--- config.mk ---
export PLATFORM = sky130hd
export DESIGN_NAME = rcps_bank
export DESIGN_NICKNAME = d
export VERILOG_FILES = /design/src/rcps_pkg.sv /design/src/rcps_bank.sv
export VERILOG_INCLUDE_DIRS = /design/src
export SDC_FILE = /design/constraint.sdc
export NUM_CORES = 1
export LEC_CHECK = 0
export BUFFER_PORTS_ARGS = -buffer_cell sky130_fd_sc_hd__buf_4
export CORE_MARGIN = 10
export CORE_UTILIZATION = 49
export DETAILED_ROUTE_END_ITERATION = 12
export MAX_ROUTING_LAYER = met4
export PLACE_DENSITY = 0.78
export SYNTH_ARGS = -nofsm -noshare
export SYNTH_HDL_FRONTEND = slang
export SYNTH_SLANG_ARGS = --single-unit
export TNS_END_PERCENT = 30
--- constraint.sdc ---
create_clock -name mclk -period 2 [get_ports mclk]
set_input_delay 0.3 -clock mclk [delete_from_list [all_inputs] [get_ports mclk]]
set_output_delay 0.3 -clock mclk [all_outputs]
set_load 0.02 [all_outputs]
--- src/rcps_regs.svh ---
/*
 register offsets, field positions, reset values for the regulator and loop status bank.
 assumes inclusion by bare name from the testbench and the design module.
*/
`ifndef RCPS_REGS_SVH
`define RCPS_REGS_SVH
`define RCPS_OFS_REG_LOW    12'hb00
`define RCPS_OFS_REG_HIGH   12'hb01
`define RCPS_OFS_STATUS     12'hd01
`define RCPS_OFS_UPDATE     12'h00f
`define RCPS_OFS_IRQ_STAT   12'he00
`define RCPS_OFS_IRQ_MASK   12'he01
`define RCPS_UPDATE_CODE    8'h01
`define RCPS_REG_LOW_RST    8'h00
`define RCPS_REG_HIGH_RST   2'h0
`define RCPS_ST_SYS_LOCK    0
`define RCPS_ST_SYS_STABLE  1
`define RCPS_ST_CAL_BUSY    2
`define RCPS_ST_CH_BASE     4
`define RCPS_STATUS_RST     8'h00
`define RCPS_IRQ_RST        8'h00
`endif
--- src/rcps_pkg.sv ---
/*
 types for the regulator and loop status bank.
 assumes rcps_regs.svh is on the include path.
*/
`default_nettype none
package rcps_pkg;
	typedef enum logic [1:0] {
		RCPS_IDLE = 2'b00,
		RCPS_DONE = 2'b01
	} rcps_bus_t;
endpackage : rcps_pkg
`default_nettype wire

--- src/rcps_bank.sv ---
/*
 regulator select registers, snapshot status register and interrupt logic on avalon-mm.
 assumes asynchronous status inputs from analog and loop logic, one 50 mhz clock.
*/
`timescale 1ns/100ps
`default_nettype none
`include "rcps_regs.svh"

// Operation
// - status register ignores writes to its own offset; only the update strobe changes it
// - channel bit set when all three loops lock
// - bit 2 shows calibration running
// - bit 1 shows stability timer verdict
// - bit 0 shows system loop lock
// - high register holds two select bits
module rcps_bank (
	input  wire logic        mclk,
	input  wire logic        nrst,
	input  wire logic [11:0] address,
	input  wire logic        read,
	input  wire logic        write,
	input  wire logic [31:0] writedata,
	output logic      [31:0] readdata,
	output logic             waitrequest,
	output logic             irq,
	output logic [9:0]       regulator_trim_select,
	input  wire logic        system_ref_clock_lock,
	input  wire logic        system_ref_clock_stable,
	input  wire logic        system_ref_clock_cal_busy,
	input  wire logic [3:0]  output_analog_loop_lock,
	input  wire logic [3:0]  digital_phase_loop_lock
);
	logic [10:0]         sync1_r;
	logic [10:0]         sync2_r;
	logic [7:0]          reg_low_r;
	logic [1:0]          reg_high_r;
	logic [7:0]          status_r;
	logic [7:0]          irq_stat_r;
	logic [7:0]          irq_mask_r;
	logic [7:0]          irq_stat_nxt;
	logic [31:0]         readdata_nxt;
	rcps_pkg::rcps_bus_t bus_r;
	wire                 req;
	wire                 take;
	wire                 wr_take;
	wire                 strobe;
	wire [7:0]           live;
	wire [7:0]           status_chg;
	wire                 hit_low;
	wire                 hit_high;
	wire                 hit_status;
	wire                 hit_upd;
	wire                 hit_istat;
	wire                 hit_imask;

	// one idle cycle of wait, then answer
	assign req         = read | write;
	assign take        = req & (bus_r == rcps_pkg::RCPS_DONE);
	assign waitrequest = req & (bus_r != rcps_pkg::RCPS_DONE);
	assign wr_take     = take & write;

	assign hit_low    = address == `RCPS_OFS_REG_LOW;
	assign hit_high   = address == `RCPS_OFS_REG_HIGH;
	assign hit_status = address == `RCPS_OFS_STATUS;
	assign hit_upd    = address == `RCPS_OFS_UPDATE;
	assign hit_istat  = address == `RCPS_OFS_IRQ_STAT;
	assign hit_imask  = address == `RCPS_OFS_IRQ_MASK;

	assign strobe = wr_take & hit_upd & (writedata[7:0] == `RCPS_UPDATE_CODE);

	// live status, synchronised inputs only
	assign live[`RCPS_ST_SYS_LOCK]   = sync2_r[0];
	assign live[`RCPS_ST_SYS_STABLE] = sync2_r[1];
	assign live[`RCPS_ST_CAL_BUSY]   = sync2_r[2];
	assign live[3]                   = 1'b0;
	assign live[7:4] = {4{sync2_r[0]}} & sync2_r[6:3] & sync2_r[10:7];

	assign status_chg = strobe ? (live ^ status_r) : 8'h00;
	assign irq_stat_nxt = (irq_stat_r & ~((wr_take & hit_istat) ? writedata[7:0] : 8'h00)) | status_chg;

	assign regulator_trim_select = {reg_high_r, reg_low_r};
	assign irq = |(irq_stat_r & irq_mask_r);

	always_comb begin
		readdata_nxt = 32'h0000_0000;
		if (hit_low) begin
			readdata_nxt = {24'h00_0000, reg_low_r};
		end else if (hit_high) begin
			readdata_nxt = {30'h0000_0000, reg_high_r};
		end else if (hit_status) begin
			readdata_nxt = {24'h00_0000, status_r};
		end else if (hit_istat) begin
			readdata_nxt = {24'h00_0000, irq_stat_r};
		end else if (hit_imask) begin
			readdata_nxt = {24'h00_0000, irq_mask_r};
		end
	end

	always_ff @(posedge mclk or negedge nrst) begin
		if (!nrst) begin
			sync1_r <= 11'h000;
			sync2_r <= 11'h000;
		end else begin
			sync1_r <= {digital_phase_loop_lock, output_analog_loop_lock, system_ref_clock_cal_busy,
				system_ref_clock_stable, system_ref_clock_lock};
			sync2_r <= sync1_r;
		end
	end

	always_ff @(posedge mclk or negedge nrst) begin
		if (!nrst) begin
			bus_r <= rcps_pkg::RCPS_IDLE;
		end else if (take || !req) begin
			bus_r <= rcps_pkg::RCPS_IDLE;
		end else begin
			bus_r <= rcps_pkg::RCPS_DONE;
		end
	end

	always_ff @(posedge mclk or negedge nrst) begin
		if (!nrst) begin
			readdata <= 32'h0000_0000;
		end else if (req && !take) begin
			readdata <= readdata_nxt;
		end
	end

	always_ff @(posedge mclk or negedge nrst) begin
		if (!nrst) begin
			reg_low_r  <= `RCPS_REG_LOW_RST;
			reg_high_r <= `RCPS_REG_HIGH_RST;
			irq_mask_r <= `RCPS_IRQ_RST;
		end else if (wr_take) begin
			if (hit_low) begin
				reg_low_r <= writedata[7:0];
			end
			if (hit_high) begin
				reg_high_r <= writedata[1:0];
			end
			if (hit_imask) begin
				irq_mask_r <= writedata[7:0];
			end
		end
	end

	// status changes only on the update strobe, never on other writes
	always_ff @(posedge mclk or negedge nrst) begin
		if (!nrst) begin
			status_r <= `RCPS_STATUS_RST;
		end else if (strobe) begin
			status_r <= live;
		end
	end

	always_ff @(posedge mclk or negedge nrst) begin
		if (!nrst) begin
			irq_stat_r <= `RCPS_IRQ_RST;
		end else begin
			irq_stat_r <= irq_stat_nxt;
		end
	end

	a_status_holds: assert property (@(posedge mclk) disable iff (!nrst)
		!strobe |=> status_r == $past(status_r))
		else $error("status changed without update strobe");

	a_status_ro_write: assert property (@(posedge mclk) disable iff (!nrst)
		(wr_take && hit_status) |=> status_r == $past(status_r))
		else $error("status register took a write");

	a_snapshot_val: assert property (@(posedge mclk) disable iff (!nrst)
		strobe |=> status_r == $past(live))
		else $error("snapshot does not match live status");

	a_channel_lock: assert property (@(posedge mclk) disable iff (!nrst)
		strobe |=> status_r[7:4] == ($past(digital_phase_loop_lock, 3) & $past(output_analog_loop_lock, 3)
			& {4{$past(system_ref_clock_lock, 3)}}))
		else $error("channel lock bits wrong");

	a_cal_busy_bit: assert property (@(posedge mclk) disable iff (!nrst)
		strobe |=> status_r[2] == $past(system_ref_clock_cal_busy, 3))
		else $error("calibration bit wrong");

	a_stable_bit: assert property (@(posedge mclk) disable iff (!nrst)
		strobe |=> status_r[1] == $past(system_ref_clock_stable, 3))
		else $error("stable bit wrong");

	a_sys_lock_bit: assert property (@(posedge mclk) disable iff (!nrst)
		strobe |=> status_r[0] == $past(system_ref_clock_lock, 3) && status_r[3] == 1'b0)
		else $error("system lock bit wrong");

	a_high_write: assert property (@(posedge mclk) disable iff (!nrst)
		(wr_take && hit_high) |=> regulator_trim_select[9:8] == $past(writedata[1:0]))
		else $error("high select bits not stored");

	a_wait_answer: assert property (@(posedge mclk) disable iff (!nrst)
		($rose(req) && !take) |-> waitrequest ##1 !waitrequest)
		else $error("answer not one cycle after request");

	a_low_write: assert property (@(posedge mclk) disable iff (!nrst)
		(wr_take && hit_low) |=> regulator_trim_select[7:0] == $past(writedata[7:0]))
		else $error("low select bits not stored");

	a_low_hold: assert property (@(posedge mclk) disable iff (!nrst)
		!(wr_take && hit_low) |=> $stable(reg_low_r))
		else $error("low select bits changed without write");

	a_high_hold: assert property (@(posedge mclk) disable iff (!nrst)
		!(wr_take && hit_high) |=> $stable(reg_high_r))
		else $error("high select bits changed without write");

	a_mask_write: assert property (@(posedge mclk) disable iff (!nrst)
		(wr_take && hit_imask) |=> irq_mask_r == $past(writedata[7:0]))
		else $error("mask not stored");

	a_mask_hold: assert property (@(posedge mclk) disable iff (!nrst)
		!(wr_take && hit_imask) |=> $stable(irq_mask_r))
		else $error("mask changed without write");

	a_irq_set: assert property (@(posedge mclk) disable iff (!nrst)
		strobe |=> (irq_stat_r & $past(live ^ status_r)) == $past(live ^ status_r))
		else $error("status change did not set event bit");

	a_irq_clear: assert property (@(posedge mclk) disable iff (!nrst)
		(wr_take && hit_istat) |=> (irq_stat_r & $past(writedata[7:0])) == 8'h00)
		else $error("event bits not cleared by write of one");

	a_irq_hold: assert property (@(posedge mclk) disable iff (!nrst)
		(!strobe && !(wr_take && hit_istat)) |=> $stable(irq_stat_r))
		else $error("event bits changed without cause");

	a_irq_out_high: assert property (@(posedge mclk) disable iff (!nrst)
		((irq_stat_r & irq_mask_r) != 8'h00) |-> irq)
		else $error("interrupt low with unmasked event");

	a_irq_out_low: assert property (@(posedge mclk) disable iff (!nrst)
		((irq_stat_r & irq_mask_r) == 8'h00) |-> !irq)
		else $error("interrupt high with no unmasked event");

	a_wait_first: assert property (@(posedge mclk) disable iff (!nrst)
		(req && bus_r == rcps_pkg::RCPS_IDLE) |-> waitrequest)
		else $error("no wait in first request cycle");

	a_one_wait: assert property (@(posedge mclk) disable iff (!nrst)
		waitrequest |=> (!req || !waitrequest))
		else $error("more than one wait cycle");

	a_wait_idle: assert property (@(posedge mclk) disable iff (!nrst)
		!req |-> !waitrequest)
		else $error("wait raised without request");

	a_take_once: assert property (@(posedge mclk) disable iff (!nrst)
		take |=> !take)
		else $error("request taken twice");

	a_rd_status: assert property (@(posedge mclk) disable iff (!nrst)
		(take && read && hit_status) |-> readdata == {24'h00_0000, status_r})
		else $error("status read data wrong");

	a_rd_low: assert property (@(posedge mclk) disable iff (!nrst)
		(take && read && hit_low) |-> readdata == {24'h00_0000, reg_low_r})
		else $error("low select read data wrong");

	a_rd_high: assert property (@(posedge mclk) disable iff (!nrst)
		(take && read && hit_high) |-> readdata == {30'h0000_0000, reg_high_r})
		else $error("high select read data wrong");

	a_rd_irq: assert property (@(posedge mclk) disable iff (!nrst)
		(take && read && hit_istat) |-> readdata == {24'h00_0000, irq_stat_r})
		else $error("event read data wrong");

	a_rd_mask: assert property (@(posedge mclk) disable iff (!nrst)
		(take && read && hit_imask) |-> readdata == {24'h00_0000, irq_mask_r})
		else $error("mask read data wrong");

	a_rd_update: assert property (@(posedge mclk) disable iff (!nrst)
		(take && read && hit_upd) |-> readdata == 32'h0000_0000)
		else $error("update register read not zero");

	a_rd_unmapped: assert property (@(posedge mclk) disable iff (!nrst)
		(take && read && !(hit_low || hit_high || hit_status || hit_istat || hit_imask)) |->
			readdata == 32'h0000_0000)
		else $error("unmapped read not zero");

	a_wr_unmapped: assert property (@(posedge mclk) disable iff (!nrst)
		(wr_take && !(hit_low || hit_high || hit_imask)) |=> $stable({reg_low_r, reg_high_r, irq_mask_r}))
		else $error("write changed an unaddressed register");

	a_bit3_zero: assert property (@(posedge mclk) disable iff (!nrst)
		status_r[3] == 1'b0)
		else $error("reserved status bit set");

	a_status_no_bus: assert property (@(posedge mclk) disable iff (!nrst)
		(wr_take && !hit_upd) |=> $stable(status_r))
		else $error("status changed on other write");

	a_strobe_code: assert property (@(posedge mclk) disable iff (!nrst)
		(wr_take && hit_upd && writedata[7:0] != `RCPS_UPDATE_CODE) |=> $stable(status_r))
		else $error("status captured on wrong update code");
endmodule : rcps_bank
`default_nettype wire

-- Word-level counts from Yosys, hierarchy flattened
Index checks and enable logic that the tools add are counted.
Widths: inputs -> output; s select.
- register bits: 89
- input bits: 59
- output and inout bits: 44
- word-level logic and storage cells: 48
- equality and inequality tests: 9
- multiplexer cells: 8
- bitwise logic cells: 14
- reductions and logical operators: 8
- operators with widths (operator ; number):
    $mux 32 ; 3
    $eq 12x12->1 const B ; 5
    $mux 8 ; 4
    $and 8x8->8 ; 2
    $eq 12x4->1 const B ; 1
    $and 4x4->4 ; 2
    $eq 8x1->1 const B ; 1
    $not 8->8 ; 1
    $or 8x8->8 ; 1
    $reduce_or 8->1 ; 1
    $xor 8x8->8 ; 1
    $and 1x1->1 ; 6
    $reduce_and 2->1 ; 3
    $eq 2x1->1 const B ; 1
    $logic_not 1->1 ; 2
    $ne 2x1->1 const B ; 1
    $logic_and 1x1->1 ; 1
    $logic_or 1x1->1 ; 1
    $mux 1 ; 1
    $or 1x1->1 ; 1

-- Depth between registers and ports, before layout
- depth after elaboration: 8
- depth in mapped cells: 5
- mapped depth without buffers: 4

-- Worst setup path after synthesis
Ideal clock, no wire load.
- path kind: input -> register
- start: input port address[5]
- end: register status_r[0]
- library setup time: 0.125 ns
- data arrival time: 1.836 ns
- data required time: 1.875 ns
- path slack: 0.040 ns
- stages on the path: 4
- path buffers: 1
- cells stage by stage: or4_4 -> buf_6 -> nor4_4 -> mux2_2
- cells in the longest elaborated chain, start to end: 3
- RTL lines (element ; RTL line ; RTL):
    from (decl) ; rcps_bank.sv:19 ; input wire logic [11:0] address,
    $eq 12x4->1 (no line) ; - ;
    $and 1x1->1 (2 in a row) ; rcps_bank.sv:69 ; assign strobe = wr_take & hit_upd & (writedata[7:0] == `RCPS_UPDATE_CODE);
    to (signal assigned) ; rcps_bank.sv:149 ; status_r <= `RCPS_STATUS_RST;
    to (signal assigned) ; rcps_bank.sv:151 ; status_r <= live;
    to (decl) ; rcps_bank.sv:37 ; logic [7:0] status_r;
No other way between the ends.
A chain may end at the register's enable or synchronous reset.

-- Worst setup path after layout
- start: input port address[5]
- end: register irq_stat_r[6]
- cells in the longest elaborated chain, start to end: 6
- elaborated cells on any way between the ends: 10
- classes of those cells: eq/ne (2); mux (2); bitwise (6)
- RTL lines (element ; RTL line ; RTL):
    $eq 12x12->1 (no line) ; - ;
    $and 1x1->1 ; rcps_bank.sv:79 ; assign irq_stat_nxt = (irq_stat_r & ~((wr_take & hit_istat) ? writedata[7:0] : 8'h00)) | status_chg;
    $mux 8 ; rcps_bank.sv:79 ;
    $not 8->8 ; rcps_bank.sv:79 ;
    $and 8x8->8 ; rcps_bank.sv:79 ;
    $or 8x8->8 * ; rcps_bank.sv:79 ;
    net irq_stat_nxt[6] ; rcps_bank.sv:40 ; logic [7:0] irq_stat_nxt;
    to (signal assigned) ; rcps_bank.sv:157 ; irq_stat_r <= `RCPS_IRQ_RST;
    to (signal assigned) ; rcps_bank.sv:159 ; irq_stat_r <= irq_stat_nxt;
    to (decl) ; rcps_bank.sv:38 ; logic [7:0] irq_stat_r;
The timed path passes the listed nets; every way through them passes the cells marked *.

==> flow_summary.toml <==
[clock_tree]
clockRootBuffer = "clkbuf_8"
cts_tree = "yes"
number_of_buffers_added_for_setup_after_cts = 0
numCtsBuffers = 9
cts-root-to-sink-buffers = 2
ctsResizeCount = 0
insertion_delay_ps = 340
holdBufCountCts = 0
clkTransAtPathRegs_ps = 70
number_of_h_tree_levels = 3
clkSinkCount = 64

[power]
power_density_nw_per_um2 = 717
peakVddDrop_v = 0.000600
intPower_mw = 1.90
power.combinational.fraction_pct = 9.6
power.share.switching_pct = 25.7
power_leakage_nw = 1.77
report.power.total_mw = 2.56
clkPwrFrac_pct = 38.0
share_seq_of_total_power_pct = 52.3
total_switching_power_mw = 0.658

[global_route]
globalRoute.busiestLayer = "met2"
grt_util_all_layers_pct = 15.4
via_count_of_the_first_global_routing_pass = 2171
use_met2_pct = 24.8
largest_net_degree_at_the_start_of_global_routing = 65
number_of_antenna_violations_at_the_first_check_in_global_routing = 0
grt-ovfl-total = 0
grt_pass1_wl_um = 10700
global_route.usage.met3_pct = 4.01
grt_util_met1_pct = 17.7

[placement]
portBuffers = 54
place.gp.congestion = 0.872
placed_wire_length_estimate_after_detailed_placement_um = 5070
placedCellCount = 370
dpl_cell_area_um2 = 3390

[critical_path]
critical_path.cell_chain = "buf_4, or4_4, or4_1, o21ai_0"
critPathKind = "in -> reg"
critical_path.reg2reg.endpoint = "reg_high_r[0]$_DFFE_PN0P_"
timing.reg2reg.setup_slack_ps = 320
critical-path-max-stage-delay_ps = 730
worst_path_max_delay_cell = "or4_1"
cp-end-kind = "register"
critical_path_required_ps = 2240
cp_num_buf_inv = 1
timing.critical_path.fanout_max = 8
worstSetupStartpoint = "address[5]"
start_kind = "primary input"
r2r.worst_path.cells = 4
critical_path.top_delay_family = "simple AND/OR/NAND/NOR gates"
rr_startpoint = "bus_r[0]$_DFF_PN0_"
cp.arrival_ps = 2010

[synth]
synth.yosys.warnings = 0
synth.area.mux_share_pct = 12.6
fraction_of_the_mapped_netlist_area_in_compound_gates_pct = 9.64
synthesized_flop_and_latch_total = 64
post_synth_cell_types = 38
synthXorXnorAreaFrac_pct = 2.14
post_synth_instance_area_um2 = 2870
synthSimpleGateAreaFrac_pct = 10.6
largest_family_of_logic_cells_by_synthesized_area = "multiplexers"
number_of_enable_type_register_cells_in_the_synthesized_netlist = 0
postSynth.asyncResetShare_pct = 100
synthAdderAreaFrac_pct = 0
synth-main-ff-cell = "dfrtp_1"
synth_instances = 231
syn_area_per_cell_um2 = 12.4
ys_seq_area_share_pct = 55.8

[sta]
final_min_period_over_clock_period_pct = 88.1
period_minus_slack_ps = 1760
max_slew.worst_pin.slew_ps = 777
max-slew-margin-rel_pct = 48.2
max_freq_mhz = 567
final.setup_skew_ps = 5.88
finalSetupViolations = 0
final_max_slew_viol_count = 0
final_hold_viol_count = 0
setup_repair_after_global_routing_missed_its_margin = "no"

[flow_run]
max_cap_violations = 0

[routing]
drc = 0
avgViaCountPerCell = 5.27
route.detailed.wl_per_inst_um = 17.3
postRouteWirelength_um = 6660
detail_route.first_pass.iterations = 5
antenna_left = 0
count_of_vias_placed_by_the_detailed_router = 2033
drt_iter0_markers = 139

[final_layout]
layout.cell_area.non_filler_um2 = 3570
fin_nets = 368
drive_gt1_share_pct = 38.2
antenna_cells = 0
mostFrequentLayoutCells = "70 x buf_4, 64 x dfrtp_1, 26 x mux2_2"
syn2layout_area_growth_pct = 24.5
most_common_cell_after_layout_fill_and_taps_aside = "buf_4"
layoutNonFillerInstCount = 386

[floorplan]
fp.dieH_um = 96.5
initial_core_utilization_pct = 51.2
placement_rows = 27
die_w_um = 96.5
ios = 103
placeableCoreArea_um2 = 5610
die_area_um2 = 9320

[outcome]
status = "complete, no violations"

[min_path]
path_type_of_the_worst_min_delay_path = "in -> async"
[registers in the layout (all words and copies together), names as in the netlist]
name and flops:
bus_r 1, irq_stat_r 8, irq_mask_r 8, reg_high_r 2
reg_low_r 8, readdata 8, status_r 7, sync1_r 11
sync2_r 11
[through the flow]
stage / util, % / setup WS [ps] / hold slack, ps / TNS [ps]
2_1_floorplan: - / 39.5 / 4.41 / 0
6_report: 63.7 / 238 / 36.8 / 0
3_5_place_dp: 60.5 / -109 / 336 / -1210
4_1_cts: 63.7 / 243 / 50.1 / 0
5_1_grt: 63.7 / 155 / 46.0 / 0
3_3_place_gp: 60.5 / -76.7 / 332 / -833
[per-layer routing]
layer	share of wire [%]	wire length [um]
met4	1.4	90
met3	8.3	556
met1	41	2750
met5	0	0
met2	49	3260
[power by group through the flow]
stage	combinational [mW]	sequential, mW	clock (mW)
after floorplan	0.135	1.37	0
after global placement	0.238	1.36	0
after detailed placement	0.244	1.37	0
after CTS	0.244	1.34	1.01
after global routing	0.268	1.34	1.07
final	0.246	1.34	0.974
[cells by family after synthesis]
group                     after synthesis
and+or+nand+nor                        40
xor gates and xnor gates                7
DFF                                    64
muxes                                  33
AOI/OAI and AO/OA                      43
other                                   1
buffers and inverters                  43
[area by class of cell]
type,instances,area (um^2)
clock inverters,6,42.5
repair buffers,71,546
multi-input cells,147,1090
fillers,470,2040
well taps,72,90.1
flip-flops and latches,64,1600
clock buffers,10,138
inverters,16,60.1
[worst reg2reg max path, stage by stage, from the launching register on]
cell	delay, ps
dfrtp_1	370
nand3_1	170
or2_2	360
nor3_1	280
mux2_2	380
[worst max-delay path by stage]
stage                                endpoint  slack [ps]  cells past startpoint
detailed placement    irq_stat_r[1]$_DFF_PN0_        -110                      4
finish                irq_stat_r[6]$_DFF_PN0_         240                      4
global route         reg_low_r[2]$_DFFE_PN0P_         160                      7
global placement    reg_high_r[1]$_DFFE_PN0P_         -80                      5
CTS                   irq_stat_r[5]$_DFF_PN0_         240                      4
floorplan             status_r[0]$_DFFE_PN0P_          40                      4
[Yosys cell counts, types with 3 or more instances]
cell,instances,area (um^2)
dfrtp_1,64,1600
nand2_1,3,11.3
inv_1,16,60.1
nand3_1,5,25.0
xnor2_1,7,61.3
mux2i_1,7,70.1
nand4_1,3,18.8
a22oi_1,16,120
and3b_1,3,26.3
nor2_1,3,11.3
o21ai_0,20,100
mux2_2,26,293
nor4_1,3,18.8
buf_4,24,180
No activity file was read; power rests on OpenSTA's default activity.
